[config.mk]
export PLATFORM = sky130hd
export DESIGN_NAME = tws_slave
export DESIGN_NICKNAME = d
export VERILOG_FILES = /design/src/tws_pkg.sv /design/src/tws_slave.sv
export VERILOG_INCLUDE_DIRS = /design/src
export SDC_FILE = /design/constraint.sdc
export NUM_CORES = 1
export LEC_CHECK = 0
export ABC_AREA = 1
export CORE_AREA = 4 4 86 149
export DETAILED_ROUTE_END_ITERATION = 8
export DIE_AREA = 0 0 90 153
export DONT_BUFFER_PORTS = 1
export GPL_TIMING_DRIVEN = 0
export PLACE_DENSITY_LB_ADDON = 0.12
export SLEW_MARGIN = 20
export SYNTH_ARGS = -nofsm -noshare
export SYNTH_HDL_FRONTEND = slang
export SYNTH_SLANG_ARGS = --single-unit
[constraint.sdc]
create_clock -name core_clk_i -period 1.56 [get_ports core_clk_i]
set_input_delay 0.156 -clock core_clk_i [delete_from_list [all_inputs] [get_ports core_clk_i]]
set_output_delay 0.156 -clock core_clk_i [all_outputs]
set_load 0.005 [all_outputs]
[src/tws_params.svh]
// Offsets, field positions, reset values and debounce counts of the two-wire slave.
`ifndef TWS_PARAMS_SVH
`define TWS_PARAMS_SVH
`define TWS_OFF_CTRL0 8'h00
`define TWS_OFF_STAT 8'h04
`define TWS_OFF_DATA 8'h08
`define TWS_OFF_ADDR 8'h0C
`define TWS_OFF_TOC 8'h10
`define TWS_IDX_CTRL0 3'h0
`define TWS_IDX_STAT 3'h1
`define TWS_IDX_DATA 3'h2
`define TWS_IDX_ADDR 3'h3
`define TWS_IDX_TOC 3'h4
`define TWS_IDX_NONE 3'h7
`define TWS_C0_EN 1
`define TWS_C0_DEB_LO 2
`define TWS_C0_DEB_HI 3
`define TWS_ST_ACK_RECEIVED_FLAG 0
`define TWS_ST_MATCH_WAKE_ENABLE 1
`define TWS_ST_ACK_TO_SEND 3
`define TWS_ST_HTX 4
`define TWS_CTRL0_RST 8'h00
`define TWS_STAT_RST 8'h81
`define TWS_ADDR_RST 8'h00
`define TWS_TOC_RST 8'h00
`define TWS_DEB_NONE 3'h0
`define TWS_DEB_TWO 3'h2
`define TWS_DEB_FOUR 3'h4
`define TWS_BITS 4'h8
`define TWS_ACKBIT 4'h9
`endif

[src/tws_pkg.sv]
// Types shared by the two-wire slave.
package tws_pkg;
	typedef logic [31:0] tws_word_t;
	typedef logic [7:0] tws_byte_t;
	typedef enum logic [3:0] {
		ST_IDLE, ST_ADDR, ST_AACK, ST_HOLD, ST_RX, ST_RACK, ST_TX, ST_TACK, ST_WAIT
	} tws_state_t;
endpackage

[src/tws_slave.sv]
// Two-wire bus slave with its APB register file.
//
// Contract
// - Every bus byte passes through the one data buffer, both directions; the code does not store the address byte in it.
// - Own 7-bit address sits in bits 7..1; bit 0 reads zero.
// - Debounce code 00 none, 01 two clocks, 10 and 11 four clocks.
// - Enable low removes the bus function; enable high operates.
// - Enable rising keeps role and ack bits, resets the status flags.
// - Completion flag low during a byte, set when eight bits finish; the code sets it for a transmitted byte on the rise of clock nine.
// - Start clears completion; byte sets; data read clears; stop sets.
// - Address match flag set on matching address, low otherwise.
// - Busy set by start, cleared by stop.
// - Transmit select 0 makes a receiver, 1 a transmitter.
// - After eight received bits the ack bit is driven on clock nine.
// - Master read/write bit captured: one means slave transmits.
// - Wake enable lets an address match wake; software clears it.
// - Received ack flag is zero when master acknowledged, else one.
// - Transmitter sends while acked, then releases data for a stop.
// - Control zero bits 7..4 and bit 0 read zero.
// - Address arrives MSB first after start, read/write bit eighth.
// - A matching address is acknowledged low on the ninth bit.
// - After a match the clock is held until data write or read.
//
// Design decisions made here: the register addresses and the APB interface to the registers.
`timescale 1ns/1ps
`include "tws_params.svh"
module tws_slave (
	// Clock and reset
	input wire logic core_clk_i,
	input wire logic resetn_i,
	// APB slave
	input wire logic psel_i,
	input wire logic penable_i,
	input wire logic pwrite_i,
	input wire logic [7:0] paddr_i,
	input wire tws_pkg::tws_word_t pwdata_i,
	output tws_pkg::tws_word_t prdata_o,
	output logic pready_o,
	output logic pslverr_o,
	// Two-wire pins, open drain
	input wire logic scl_i,
	output logic scl_o,
	output logic scl_oe_o,
	input wire logic sda_i,
	output logic sda_o,
	output logic sda_oe_o,
	// Events to the system
	output logic wake_o,
	output logic byte_event_o
);
	import tws_pkg::*;

	// ----------------------------------------
	// Helpers
	// ----------------------------------------
	function automatic logic [2:0] reg_idx(input logic [7:0] a);
		case (a)
			`TWS_OFF_CTRL0: reg_idx = `TWS_IDX_CTRL0;
			`TWS_OFF_STAT: reg_idx = `TWS_IDX_STAT;
			`TWS_OFF_DATA: reg_idx = `TWS_IDX_DATA;
			`TWS_OFF_ADDR: reg_idx = `TWS_IDX_ADDR;
			`TWS_OFF_TOC: reg_idx = `TWS_IDX_TOC;
			default: reg_idx = `TWS_IDX_NONE;
		endcase
	endfunction

	function automatic logic [2:0] deb_need(input logic [1:0] sel);
		case (sel)
			2'h0: deb_need = `TWS_DEB_NONE;
			2'h1: deb_need = `TWS_DEB_TWO;
			default: deb_need = `TWS_DEB_FOUR;
		endcase
	endfunction

	// ----------------------------------------
	// Registers and state
	// ----------------------------------------
	logic [1:0] deb_sel;
	logic en, en_q;
	logic transmit_select, ack_to_send, match_wake_enable;
	logic byte_complete_flag, address_match_flag, bus_busy_flag, master_read_flag, ack_received_flag;
	logic [6:0] own_addr;
	tws_byte_t toc;
	tws_byte_t data_buf;
	tws_byte_t shreg;
	logic [3:0] cnt;
	tws_state_t state;
	logic [1:0] s1, s2, s3, raw, filt, prev;
	logic [2:0] dcnt [2];

	// ----------------------------------------
	// APB decode
	// ----------------------------------------
	logic setup, acc, wr, rd, wr_data, rd_data;
	logic [2:0] idx;
	assign idx = reg_idx(paddr_i);
	assign setup = psel_i & ~penable_i;
	assign acc = psel_i & penable_i;
	assign wr = acc & pwrite_i;
	assign rd = acc & ~pwrite_i;
	assign wr_data = wr & (idx == `TWS_IDX_DATA);
	assign rd_data = rd & (idx == `TWS_IDX_DATA);
	assign pready_o = 1'b1;
	assign pslverr_o = acc & (idx == `TWS_IDX_NONE);

	// Read data is latched in the setup cycle so the zero-wait access sees a flop.
	always_ff @(posedge core_clk_i or negedge resetn_i) begin
		if (!resetn_i) begin
			prdata_o <= 32'h0000_0000;
		end else if (setup) begin
			case (idx)
				`TWS_IDX_CTRL0: prdata_o <= {24'h00_0000, 4'h0, deb_sel, en, 1'b0};
				`TWS_IDX_STAT: prdata_o <= {24'h00_0000, byte_complete_flag, address_match_flag, bus_busy_flag, transmit_select, ack_to_send, master_read_flag, match_wake_enable, ack_received_flag};
				`TWS_IDX_DATA: prdata_o <= {24'h00_0000, data_buf};
				`TWS_IDX_ADDR: prdata_o <= {24'h00_0000, own_addr, 1'b0};
				`TWS_IDX_TOC: prdata_o <= {24'h00_0000, toc[7], 1'b0, toc[5:0]};
				default: prdata_o <= 32'h0000_0000;
			endcase
		end
	end

	// Control bits; an enable rise leaves role and ack bits untouched.
	always_ff @(posedge core_clk_i or negedge resetn_i) begin
		if (!resetn_i) begin
			deb_sel <= 2'h0;
			en <= 1'b0;
			transmit_select <= 1'b0;
			ack_to_send <= 1'b0;
			match_wake_enable <= 1'b0;
			own_addr <= 7'h00;
			toc <= `TWS_TOC_RST;
		end else if (wr) begin
			case (idx)
				`TWS_IDX_CTRL0: begin
					deb_sel <= pwdata_i[`TWS_C0_DEB_HI:`TWS_C0_DEB_LO];
					en <= pwdata_i[`TWS_C0_EN];
				end
				`TWS_IDX_STAT: begin
					transmit_select <= pwdata_i[`TWS_ST_HTX];
					ack_to_send <= pwdata_i[`TWS_ST_ACK_TO_SEND];
					match_wake_enable <= pwdata_i[`TWS_ST_MATCH_WAKE_ENABLE];
				end
				`TWS_IDX_ADDR: own_addr <= pwdata_i[7:1];
				`TWS_IDX_TOC: toc <= pwdata_i[7:0];
				default: ;
			endcase
		end
	end

	always_ff @(posedge core_clk_i or negedge resetn_i) begin
		if (!resetn_i) begin
			en_q <= 1'b0;
		end else begin
			en_q <= en;
		end
	end

	// ----------------------------------------
	// Input synchronisers and debounce
	// ----------------------------------------
	// Bit 0 is the clock line, bit 1 the data line; idle bus reads high.
	always_ff @(posedge core_clk_i or negedge resetn_i) begin
		if (!resetn_i) begin
			s1 <= 2'h3;
			s2 <= 2'h3;
			s3 <= 2'h3;
		end else begin
			s1 <= {sda_i, scl_i};
			s2 <= s1;
			s3 <= s2;
		end
	end

	always_ff @(posedge core_clk_i or negedge resetn_i) begin
		if (!resetn_i) begin
			raw <= 2'h3;
		end else begin
			for (int i = 0; i < 2; i++) begin
				if (s2[i] == s3[i]) begin
					raw[i] <= s3[i];
				end
			end
		end
	end

	// A level must hold the selected number of clocks before it is believed.
	always_ff @(posedge core_clk_i or negedge resetn_i) begin
		if (!resetn_i) begin
			filt <= 2'h3;
			prev <= 2'h3;
			dcnt[0] <= 3'h0;
			dcnt[1] <= 3'h0;
		end else begin
			prev <= filt;
			for (int i = 0; i < 2; i++) begin
				if (raw[i] == filt[i]) begin
					dcnt[i] <= 3'h0;
				end else if (dcnt[i] >= deb_need(deb_sel)) begin
					filt[i] <= raw[i];
					dcnt[i] <= 3'h0;
				end else begin
					dcnt[i] <= dcnt[i] + 3'h1;
				end
			end
		end
	end

	// ----------------------------------------
	// Bus events
	// ----------------------------------------
	logic scl_rise, scl_fall, start_c, stop_c, act, bit8_fall;
	logic match_ev, rx_done, tx_ack, hcf_set, rel;
	assign scl_rise = filt[0] & ~prev[0];
	assign scl_fall = ~filt[0] & prev[0];
	assign start_c = en & prev[1] & ~filt[1] & filt[0] & prev[0];
	assign stop_c = en & ~prev[1] & filt[1] & filt[0] & prev[0];
	assign act = en & ~start_c & ~stop_c;
	assign bit8_fall = scl_fall & (cnt == `TWS_BITS);
	assign match_ev = act & (state == ST_ADDR) & bit8_fall & (shreg[7:1] == own_addr);
	assign rx_done = act & (state == ST_RX) & bit8_fall;
	assign tx_ack = act & (state == ST_TACK) & scl_rise;
	assign hcf_set = match_ev | rx_done | tx_ack | stop_c;
	assign rel = (state == ST_HOLD) & ((transmit_select & wr_data) | (~transmit_select & rd_data));

	// ----------------------------------------
	// Status flags
	// ----------------------------------------
	// Hardware sets win over the software read that clears completion.
	always_ff @(posedge core_clk_i or negedge resetn_i) begin
		if (!resetn_i) begin
			byte_complete_flag <= 1'b1;
			address_match_flag <= 1'b0;
			bus_busy_flag <= 1'b0;
			master_read_flag <= 1'b0;
			ack_received_flag <= 1'b1;
		end else if (en & ~en_q) begin
			byte_complete_flag <= 1'b1;
			address_match_flag <= 1'b0;
			bus_busy_flag <= 1'b0;
			master_read_flag <= 1'b0;
			ack_received_flag <= 1'b1;
		end else begin
			byte_complete_flag <= hcf_set | (byte_complete_flag & ~start_c & ~rd_data & ~rel);
			if (start_c) begin
				bus_busy_flag <= 1'b1;
				address_match_flag <= 1'b0;
			end else if (stop_c) begin
				bus_busy_flag <= 1'b0;
			end else if (match_ev) begin
				address_match_flag <= 1'b1;
			end
			if (match_ev) begin
				master_read_flag <= shreg[0];
			end
			if (tx_ack) begin
				ack_received_flag <= filt[1];
			end
		end
	end

	always_ff @(posedge core_clk_i or negedge resetn_i) begin
		if (!resetn_i) begin
			wake_o <= 1'b0;
			byte_event_o <= 1'b0;
		end else begin
			wake_o <= match_wake_enable & match_ev;
			byte_event_o <= hcf_set;
		end
	end

	// ----------------------------------------
	// Data buffer
	// ----------------------------------------
	always_ff @(posedge core_clk_i or negedge resetn_i) begin
		if (!resetn_i) begin
			data_buf <= 8'h00;
		end else if (rx_done) begin
			data_buf <= shreg;
		end else if (wr_data) begin
			data_buf <= pwdata_i[7:0];
		end
	end

	// ----------------------------------------
	// Transfer state machine
	// ----------------------------------------
	// The data line only ever changes while the clock is low, so no false start or stop is made.
	always_ff @(posedge core_clk_i or negedge resetn_i) begin
		if (!resetn_i) begin
			state <= ST_IDLE;
			cnt <= 4'h0;
			shreg <= 8'h00;
		end else if (!en) begin
			state <= ST_IDLE;
			cnt <= 4'h0;
		end else if (start_c) begin
			state <= ST_ADDR;
			cnt <= 4'h0;
		end else if (stop_c) begin
			state <= ST_IDLE;
		end else begin
			case (state)
				ST_ADDR: begin
					if (scl_rise) begin
						shreg <= {shreg[6:0], filt[1]};
						cnt <= cnt + 4'h1;
					end else if (bit8_fall) begin
						state <= match_ev ? ST_AACK : ST_WAIT;
					end
				end
				ST_AACK, ST_RACK: begin
					if (scl_rise) begin
						cnt <= `TWS_ACKBIT;
					end else if (scl_fall && cnt == `TWS_ACKBIT) begin
						state <= ST_HOLD;
					end
				end
				ST_HOLD: begin
					if (rel) begin
						cnt <= 4'h0;
						if (transmit_select) begin
							state <= ST_TX;
							shreg <= pwdata_i[7:0];
						end else begin
							state <= ST_RX;
						end
					end
				end
				ST_RX: begin
					if (scl_rise) begin
						shreg <= {shreg[6:0], filt[1]};
						cnt <= cnt + 4'h1;
					end else if (bit8_fall) begin
						state <= ST_RACK;
					end
				end
				ST_TX: begin
					if (scl_rise) begin
						cnt <= cnt + 4'h1;
					end else if (bit8_fall) begin
						state <= ST_TACK;
					end else if (scl_fall) begin
						shreg <= {shreg[6:0], 1'b0};
					end
				end
				ST_TACK: begin
					if (scl_rise) begin
						cnt <= `TWS_ACKBIT;
					end else if (scl_fall && cnt == `TWS_ACKBIT) begin
						state <= ack_received_flag ? ST_WAIT : ST_HOLD;
					end
				end
				default: ;
			endcase
		end
	end

	// ----------------------------------------
	// Pin drive
	// ----------------------------------------
	assign scl_o = 1'b0;
	assign sda_o = 1'b0;
	assign scl_oe_o = (state == ST_HOLD);
	assign sda_oe_o = (state == ST_AACK) | ((state == ST_RACK) & ~ack_to_send) | ((state == ST_TX) & ~shreg[7]);

	// ----------------------------------------
	// Checks
	// ----------------------------------------
	AST_START_BUSY: assert property (@(posedge core_clk_i) disable iff (!resetn_i)
		start_c && !(en && !en_q) |=> bus_busy_flag && !byte_complete_flag && !address_match_flag)
		else $error("busy not set after start");
	AST_STOP_FREE: assert property (@(posedge core_clk_i) disable iff (!resetn_i)
		stop_c && !(en && !en_q) |=> !bus_busy_flag && byte_complete_flag)
		else $error("busy not cleared after stop");
	AST_CTRL0_ZERO: assert property (@(posedge core_clk_i) disable iff (!resetn_i)
		rd && idx == `TWS_IDX_CTRL0 |-> prdata_o[7:4] == 4'h0 && !prdata_o[0] && prdata_o[1] == en)
		else $error("control zero reserved bits not zero");
	AST_ADDR_LSB: assert property (@(posedge core_clk_i) disable iff (!resetn_i)
		rd && idx == `TWS_IDX_ADDR |-> prdata_o[7:0] == {own_addr, 1'b0})
		else $error("own address readback wrong");
	AST_DIS_QUIET: assert property (@(posedge core_clk_i) disable iff (!resetn_i)
		!en |=> !scl_oe_o && !sda_oe_o)
		else $error("pins driven while disabled");
	AST_EN_FLAGS: assert property (@(posedge core_clk_i) disable iff (!resetn_i)
		$rose(en) |=> byte_complete_flag && !address_match_flag && !bus_busy_flag && !master_read_flag && ack_received_flag && $stable(transmit_select) && $stable(ack_to_send))
		else $error("flags not defaulted on enable");
	AST_READ_CLR: assert property (@(posedge core_clk_i) disable iff (!resetn_i)
		rd_data && !hcf_set && !(en && !en_q) |=> !byte_complete_flag)
		else $error("data read did not clear completion");
	AST_RX_ACK: assert property (@(posedge core_clk_i) disable iff (!resetn_i)
		state == ST_RACK |-> sda_oe_o == !ack_to_send && !scl_oe_o)
		else $error("ack bit not driven as programmed");
	AST_TX_RELEASE: assert property (@(posedge core_clk_i) disable iff (!resetn_i)
		state == ST_TACK && scl_fall && cnt == `TWS_ACKBIT && ack_received_flag && en && !start_c && !stop_c
		|=> state == ST_WAIT ##1 !sda_oe_o)
		else $error("data line not released after no ack");
	AST_MATCH_HOLD: assert property (@(posedge core_clk_i) disable iff (!resetn_i)
		match_ev |=> sda_oe_o && address_match_flag && state == ST_AACK)
		else $error("address match not acknowledged");
endmodule
# After elaboration in Yosys (flattened, before gate mapping)

Cells that the tools add are included.

Input port bits: 47
Logic and storage cells: 222
Output and inout bits: 40
Flip-flop bits (word level): 103

$lt $le $gt $ge: 2
Reductions and logical operators: 24
Equality and inequality tests: 48
Add/subtract/negate cells: 3
Bitwise logic cells: 60
Mux-type cells: 55

Operators with widths:

| cell                                                                    | number |
|---|---|
| 4-bit two-way mux                                                       | 22 |
| 8-bit two-way mux                                                       | 8 |
| 5-bit inequality test, second input constant                            | 9 |
| 8-bit one-hot mux with 5 select lines                                   | 1 |
| 1-bit bitwise AND                                                       | 37 |
| 4-bit one-hot mux with 6 select lines                                   | 1 |
| 8-bit one-hot mux with 3 select lines                                   | 1 |
| 3-bit two-way mux                                                       | 6 |
| 4-bit by 3-bit equality test with 1-bit output, second input constant   | 4 |
| 8-bit by 4-bit equality test with 1-bit output, second input constant   | 2 |
| 1-bit NOT                                                               | 16 |
| 3-bit one-hot mux with 5 select lines                                   | 1 |
| 2-bit AND reduction                                                     | 7 |
| 1-bit two-way mux                                                       | 12 |
| 4-bit by 2-bit inequality test with 1-bit output, second input constant | 3 |
| 4-bit one-hot mux with 3 select lines                                   | 1 |
| 12-bit AND reduction                                                    | 1 |
| 5-bit by 4-bit inequality test with 1-bit output, second input constant | 2 |
| 10-bit AND reduction                                                    | 1 |
| 9-bit by 2-bit inequality test with 1-bit output, second input constant | 1 |
| 3-bit nonzero test                                                      | 3 |
| 4-bit by 2-bit equality test with 1-bit output, second input constant   | 2 |
| 4-bit equality test, second input constant                              | 2 |
| 8-bit by 3-bit equality test with 1-bit output, second input constant   | 1 |
| 27 further kinds                                                        | 48 |

# Depth between registers and ports, before layout

Depth after elaboration: 17
Depth in mapped cells: 13
Depth with buffers taken out: 13

# Least setup slack after synthesis

Ideal clock, no wire load.

Path kind: reg2reg
Start: reg filt[0]
End: reg shreg[3]
Clock period less this slack: 1.596 ns
Required time: 1.437 ns
Stages on the path, launching flop included: 11
Slack: -0.036 ns
Setup time: 0.123 ns
Arrival: 1.472 ns
Path buffers: 1
Cells stage by stage: dfstp_2 > inv_2 > nand2_1 > nor2_4 > o21bai_2 > nand2_4 > nor2_4 > nand2_4 > buf_6 > nand2_2 > o21ai_2

Cells in the longest elaborated chain, start to end: 5
Elaborated cells on any way between the ends: 15
Classes of those cells: eq/ne (4); bitwise (10); reduce/logical (1)

RTL lines:

| element                            | RTL line         | text |
|---|---|---|
| from (decl)                        | tws_slave.sv:88  | `logic [1:0] s1, s2, s3, raw, filt, prev;` |
| from (signal, indexed assignment)  | tws_slave.sv:199 | `filt[i] <= raw[i];` |
| 1-bit NOT                          | tws_slave.sv:214 | `assign scl_fall = ~filt[0] & prev[0];` |
| 1-bit bitwise AND                  | tws_slave.sv:214 |  |
| 1-bit bitwise AND                  | tws_slave.sv:218 | `` assign bit8_fall = scl_fall & (cnt == `TWS_BITS); `` |
| 2-bit inequality test (no line)    | n/a              |  |
| 10-bit AND reduction (no line) (*) | n/a              |  |
| to (signal assigned)               | tws_slave.sv:305 | `shreg <= {shreg[6:0], filt[1]};` |
| to (signal assigned)               | tws_slave.sv:323 | `shreg <= pwdata_i[7:0];` |
| to (signal assigned)               | tws_slave.sv:331 | `shreg <= {shreg[6:0], filt[1]};` |
| to (decl)                          | tws_slave.sv:85  | `tws_byte_t shreg;` |

Every way passes the cells marked *; elsewhere a longest branch is shown, timed or not.
A chain may end at the register's enable or synchronous reset.

# Worst setup path in the final report

Start: reg prev[0]
End: reg state[3]

Cells in the longest elaborated chain, start to end: 14
Elaborated cells on any way between the ends: 34
Classes of those cells: eq/ne (12); mux (7); bitwise (13); reduce/logical (2)

RTL lines:

| element                               | RTL line         | text |
|---|---|---|
| from (decl)                           | tws_slave.sv:88  |  |
| from (signal assigned)                | tws_slave.sv:194 | `prev <= filt;` |
| 1-bit bitwise AND                     | tws_slave.sv:215 | `assign start_c = en & prev[1] & ~filt[1] & filt[0] & prev[0];` |
| 1-bit NOT (no line)                   | n/a              |  |
| 1-bit bitwise AND (2 in a row)        | tws_slave.sv:217 | `assign act = en & ~start_c & ~stop_c;` |
| 1-bit bitwise AND (3 in a row)        | tws_slave.sv:219 | `assign match_ev = act & (state == ST_ADDR) & bit8_fall & (shreg[7:1] == own_addr);` |
| 4-bit two-way mux                     | tws_slave.sv:308 | `state <= match_ev ? ST_AACK : ST_WAIT;` |
| 4-bit two-way mux                     | tws_slave.sv:307 | `end else if (bit8_fall) begin` |
| 4-bit two-way mux                     | tws_slave.sv:304 | `if (scl_rise) begin` |
| 4-bit one-hot mux with 6 select lines | tws_slave.sv:302 | `case (state)` |
| 4-bit two-way mux                     | tws_slave.sv:299 | `end else if (stop_c) begin` |
| 4-bit two-way mux                     | tws_slave.sv:296 | `end else if (start_c) begin` |
| 4-bit two-way mux                     | tws_slave.sv:293 | `end else if (!en) begin` |
| to (signal assigned)                  | tws_slave.sv:308 |  |
| to (signal assigned)                  | tws_slave.sv:350 | `state <= ack_received_flag ? ST_WAIT : ST_HOLD;` |
| to (decl)                             | tws_slave.sv:87  | `tws_state_t state;` |

Several ways; a longest one is shown, not always the timed one. The select of a mux whose other input is x is not followed.

==> summary.txt <==
Peak supply drop -> 0.5111 mV
Vias in the first global route -> 4,228
Starting Density -> 39.87%
Number of diodes -> 0
Initial drt markers -> 153
Clk_skew -> 0.01157 ns
Total grt overflow -> 0
Complex-gate fraction of the synthesized area -> 9.591%
Drt via density -> 4.964
Post-synthesis cell count -> 597
Wirelength, routed -> 12.84 mm
Fin crit period -> 1.689 ns
Post-route cell area -> 5806 µm²
Drt pass-1 iters -> 5
Main area contributors after synthesis -> dfrtp_1, nand2_1, dfstp_2
Area leader, netlist -> dfrtp_1
Die width -> 90 µm
GRT Overall Usage -> 19.54%
Multiplexer area fraction after synthesis -> 0%
Worst hold path class -> primary input to asynchronous set/reset pin
Core Area -> 11,520 µm²
Post-synthesis adder-cell area fraction -> 2.888%
Failing checks -> negative hold slack, negative setup slack
I/O pin count -> 87
Die Area -> 13,770 µm²
Status -> finished with violations
Final GP Congestion -> 0.9028
Ys async rst share -> 100.0%
IO Port Bufs -> 0
Worst-Skew Late Latency -> 0.34 ns
Reg2reg start -> prev[0]$_DFF_PN1_
Final Cycle Share -> 108.3%
H-tree lvl count -> 3
Worst setup path startpoint -> prev[0]$_DFF_PN1_
Most frequent cell on the critical path -> nand2_2
XOR/XNOR share of the synthesized area -> 1.526%
CTS tree -> built
Synth top area share -> 34.88%
Critical path arrival -> 1.92 ns
Most frequent cell after synthesis -> nand2_1
Post-cts hold buffer count -> 3
DRC Markers -> 0
# setup viols final -> 27
RSZ-0062 raised after global routing -> yes
Mapped cell area -> 4592 µm²
LEAKAGE -> 0.002841 µW
CP max stage delay -> 0.58 ns
Routed WL per cell -> 15.89 µm
Initial antenna violation count -> 0
CP Class -> flip-flop to flip-flop
Clock Tree Buf Depth -> 2
Max-cap violations -> 0
Post-synth EDFFs -> 0
Die height -> 153 µm
Clock root cell -> clkbuf_16
Share of the yosys chip area belonging to registers -> 42.89%
Largest net degree at the start of global routing -> 79
Row cnt -> 52
Max stage delay cell, worst path -> dfstp_2
DRT antenna net count -> 0
DP HPWL -> 9.496 mm
Synth Register Bits -> 78
Worst setup margin -> -0.1291 ns
Syn-to-layout area delta -> 26.43%
Yosys warnings -> 0
Slew Viols, Final -> 0
Worst hold slack -> -0.4916 ns
Syn_area_per_cell -> 7.692 µm²
Largest family of logic cells by synthesized area -> simple AND/OR/NAND/NOR gates
CTS clk-pin slew, worst paths -> 0.07 ns
CTS Buf Count -> 9
Synth Area in Simple Gates -> 31.53%
Setup crit end kind -> flip-flop
Share of cells above drive strength 1 -> 28.97%
First-pass GRT wire length -> 21.19 mm
Crit-path cells -> buf_12 > buf_4 > nand3_4 > buf_6 > nand2_2 > inv_1 > nand2_1 > nand2_2 > inv_2 > nand2_4 > nand2_2 > nand2_2
Achievable clock frequency -> 592.0 MHz
Placement Cell Area -> 4871 µm²
Crit path launch type -> flip-flop
NumNets Final -> 724
Ys flop type -> dfrtp_1
Total power per unit cell area -> 791.3 nW/µm²
Total number of vias -> 4,011
Crit-path max FO -> 4
Crit path buf inv count -> 5
Clk sink count -> 78
WP data required -> 1.79 ns
Post-synth top cells -> nand2_1, dfrtp_1, inv_1
Crit-path leading delay family -> flip-flops
Library cells used by synthesis -> 39
Hold Fails Final Rpt -> 78
## what timing repair did
item                       4_1_cts  5_1_grt
gates resized for setup         56       32
cloned                           1        1
pin swaps                       26       17
hold endpoints to repair        81       78
buffers inserted                24        6
setup endpoints to repair       30       34
## final timing paths
kind                                         to  depth (start not counted)  slack (ns)
min                          toc[3]$_DFFE_PN0P_                          0       -0.49
max                        state[3]$_DFFE_PN0P_                         12       -0.13
min reg2reg                     s2[0]$_DFF_PN1_                          0        0.36
max reg2reg                state[3]$_DFFE_PN0P_                         12       -0.13
min in group core_clk_i    shreg[3]$_DFFE_PN0P_                          2        0.06
max in group asynchronous   filt[1]$_DFFE_PN1P_                          0        1.84
## flip-flops by register name, summed over array words and instances, names as in the netlist, 2 cells and up
signal,flops
prev,2
s1,2
dcnt,6
filt,2
shreg,8
toc,7
prdata_o,8
own_addr,7
s3,2
deb_sel,2
raw,2
cnt,4
data_buf,8
state,4
s2,2
## metrics by stage
stage	cells	TNS, ns	utilization (%)	total power, µW	worst slack, ns
2_1_floorplan	622	-0.004856	-	2365	-0.002505
3_3_place_gp	757	-5.670	42.30	2420	-0.2789
3_5_place_dp	757	-5.929	42.30	2427	-0.2715
4_1_cts	801	-2.092	48.78	4630	-0.1031
5_1_grt	808	-4.959	50.41	4780	-0.2315
6_report	808	-2.427	50.41	4594	-0.1291
## kinds of logic after synthesis
kind of cell | Yosys count
other | 2
AOI/OAI and AO/OA | 76
xor gates and xnor gates | 8
buffers and inverters | 105
adders and majority gates | 11
and+or+nand+nor | 317
DFF | 78
## power by group
part	internal (µW)	leakage, µW	switching (µW)
Clock	1240	0.000138	872
Combinational	156	0.00167	187
Sequential	2100	0.00103	41.0
Total	3490	0.00284	1100
## layout make-up
type | count | area, µm²
Buffer | 36 | 274.0
Tap cell | 135 | 168.9
Timing Repair Buffer | 35 | 355.3
Sequential cell | 78 | 1976
Clock inverter | 7 | 75.07
Clock buffer | 9 | 225.2
Fill cell | 1134 | 5710
Multi-Input combinational cell | 439 | 2460
Inverter | 69 | 271.5
## metal layers
| metal | GRT usage [%] | wire length, µm | up-vias |
|---|---|---|---|
| met3 | 4.525 | 635 | 42 |
| met1 | 20.72 | 4753 | 1867 |
| met2 | 35.45 | 6797 | 114 |
| met5 | 0 | 0 | - |
| li1 | - | - | 1988 |
| met4 | 10.45 | 655 | 0 |
## cells in the final DEF (no fill, tap or decap), types with 4 or more instances in the layout
cell       Yosys  final
inv_4          1      5
xnor2_1        8      8
clkbuf_16      0     10
dfrtp_1       64     59
dfstp_2       14     14
nand2_1      183    164
conb_1         2     27
o21ai_0       46     44
nand2_4        4      7
buf_4         29     50
o21ai_2        7     12
nand3_1       38     33
nand3_4        2      4
nor2_2         3      6
dfrtp_2        0      5
nor2_4         7     14
a21oi_1        9      7
inv_2          9      9
buf_6          2      7
nor2_1        47     37
ha_1           9      8
nand2_2        5     20
inv_1         59     55
nand4_1       12     12
nor3_1         8      5
No activity file was read; power rests on OpenSTA's default activity.
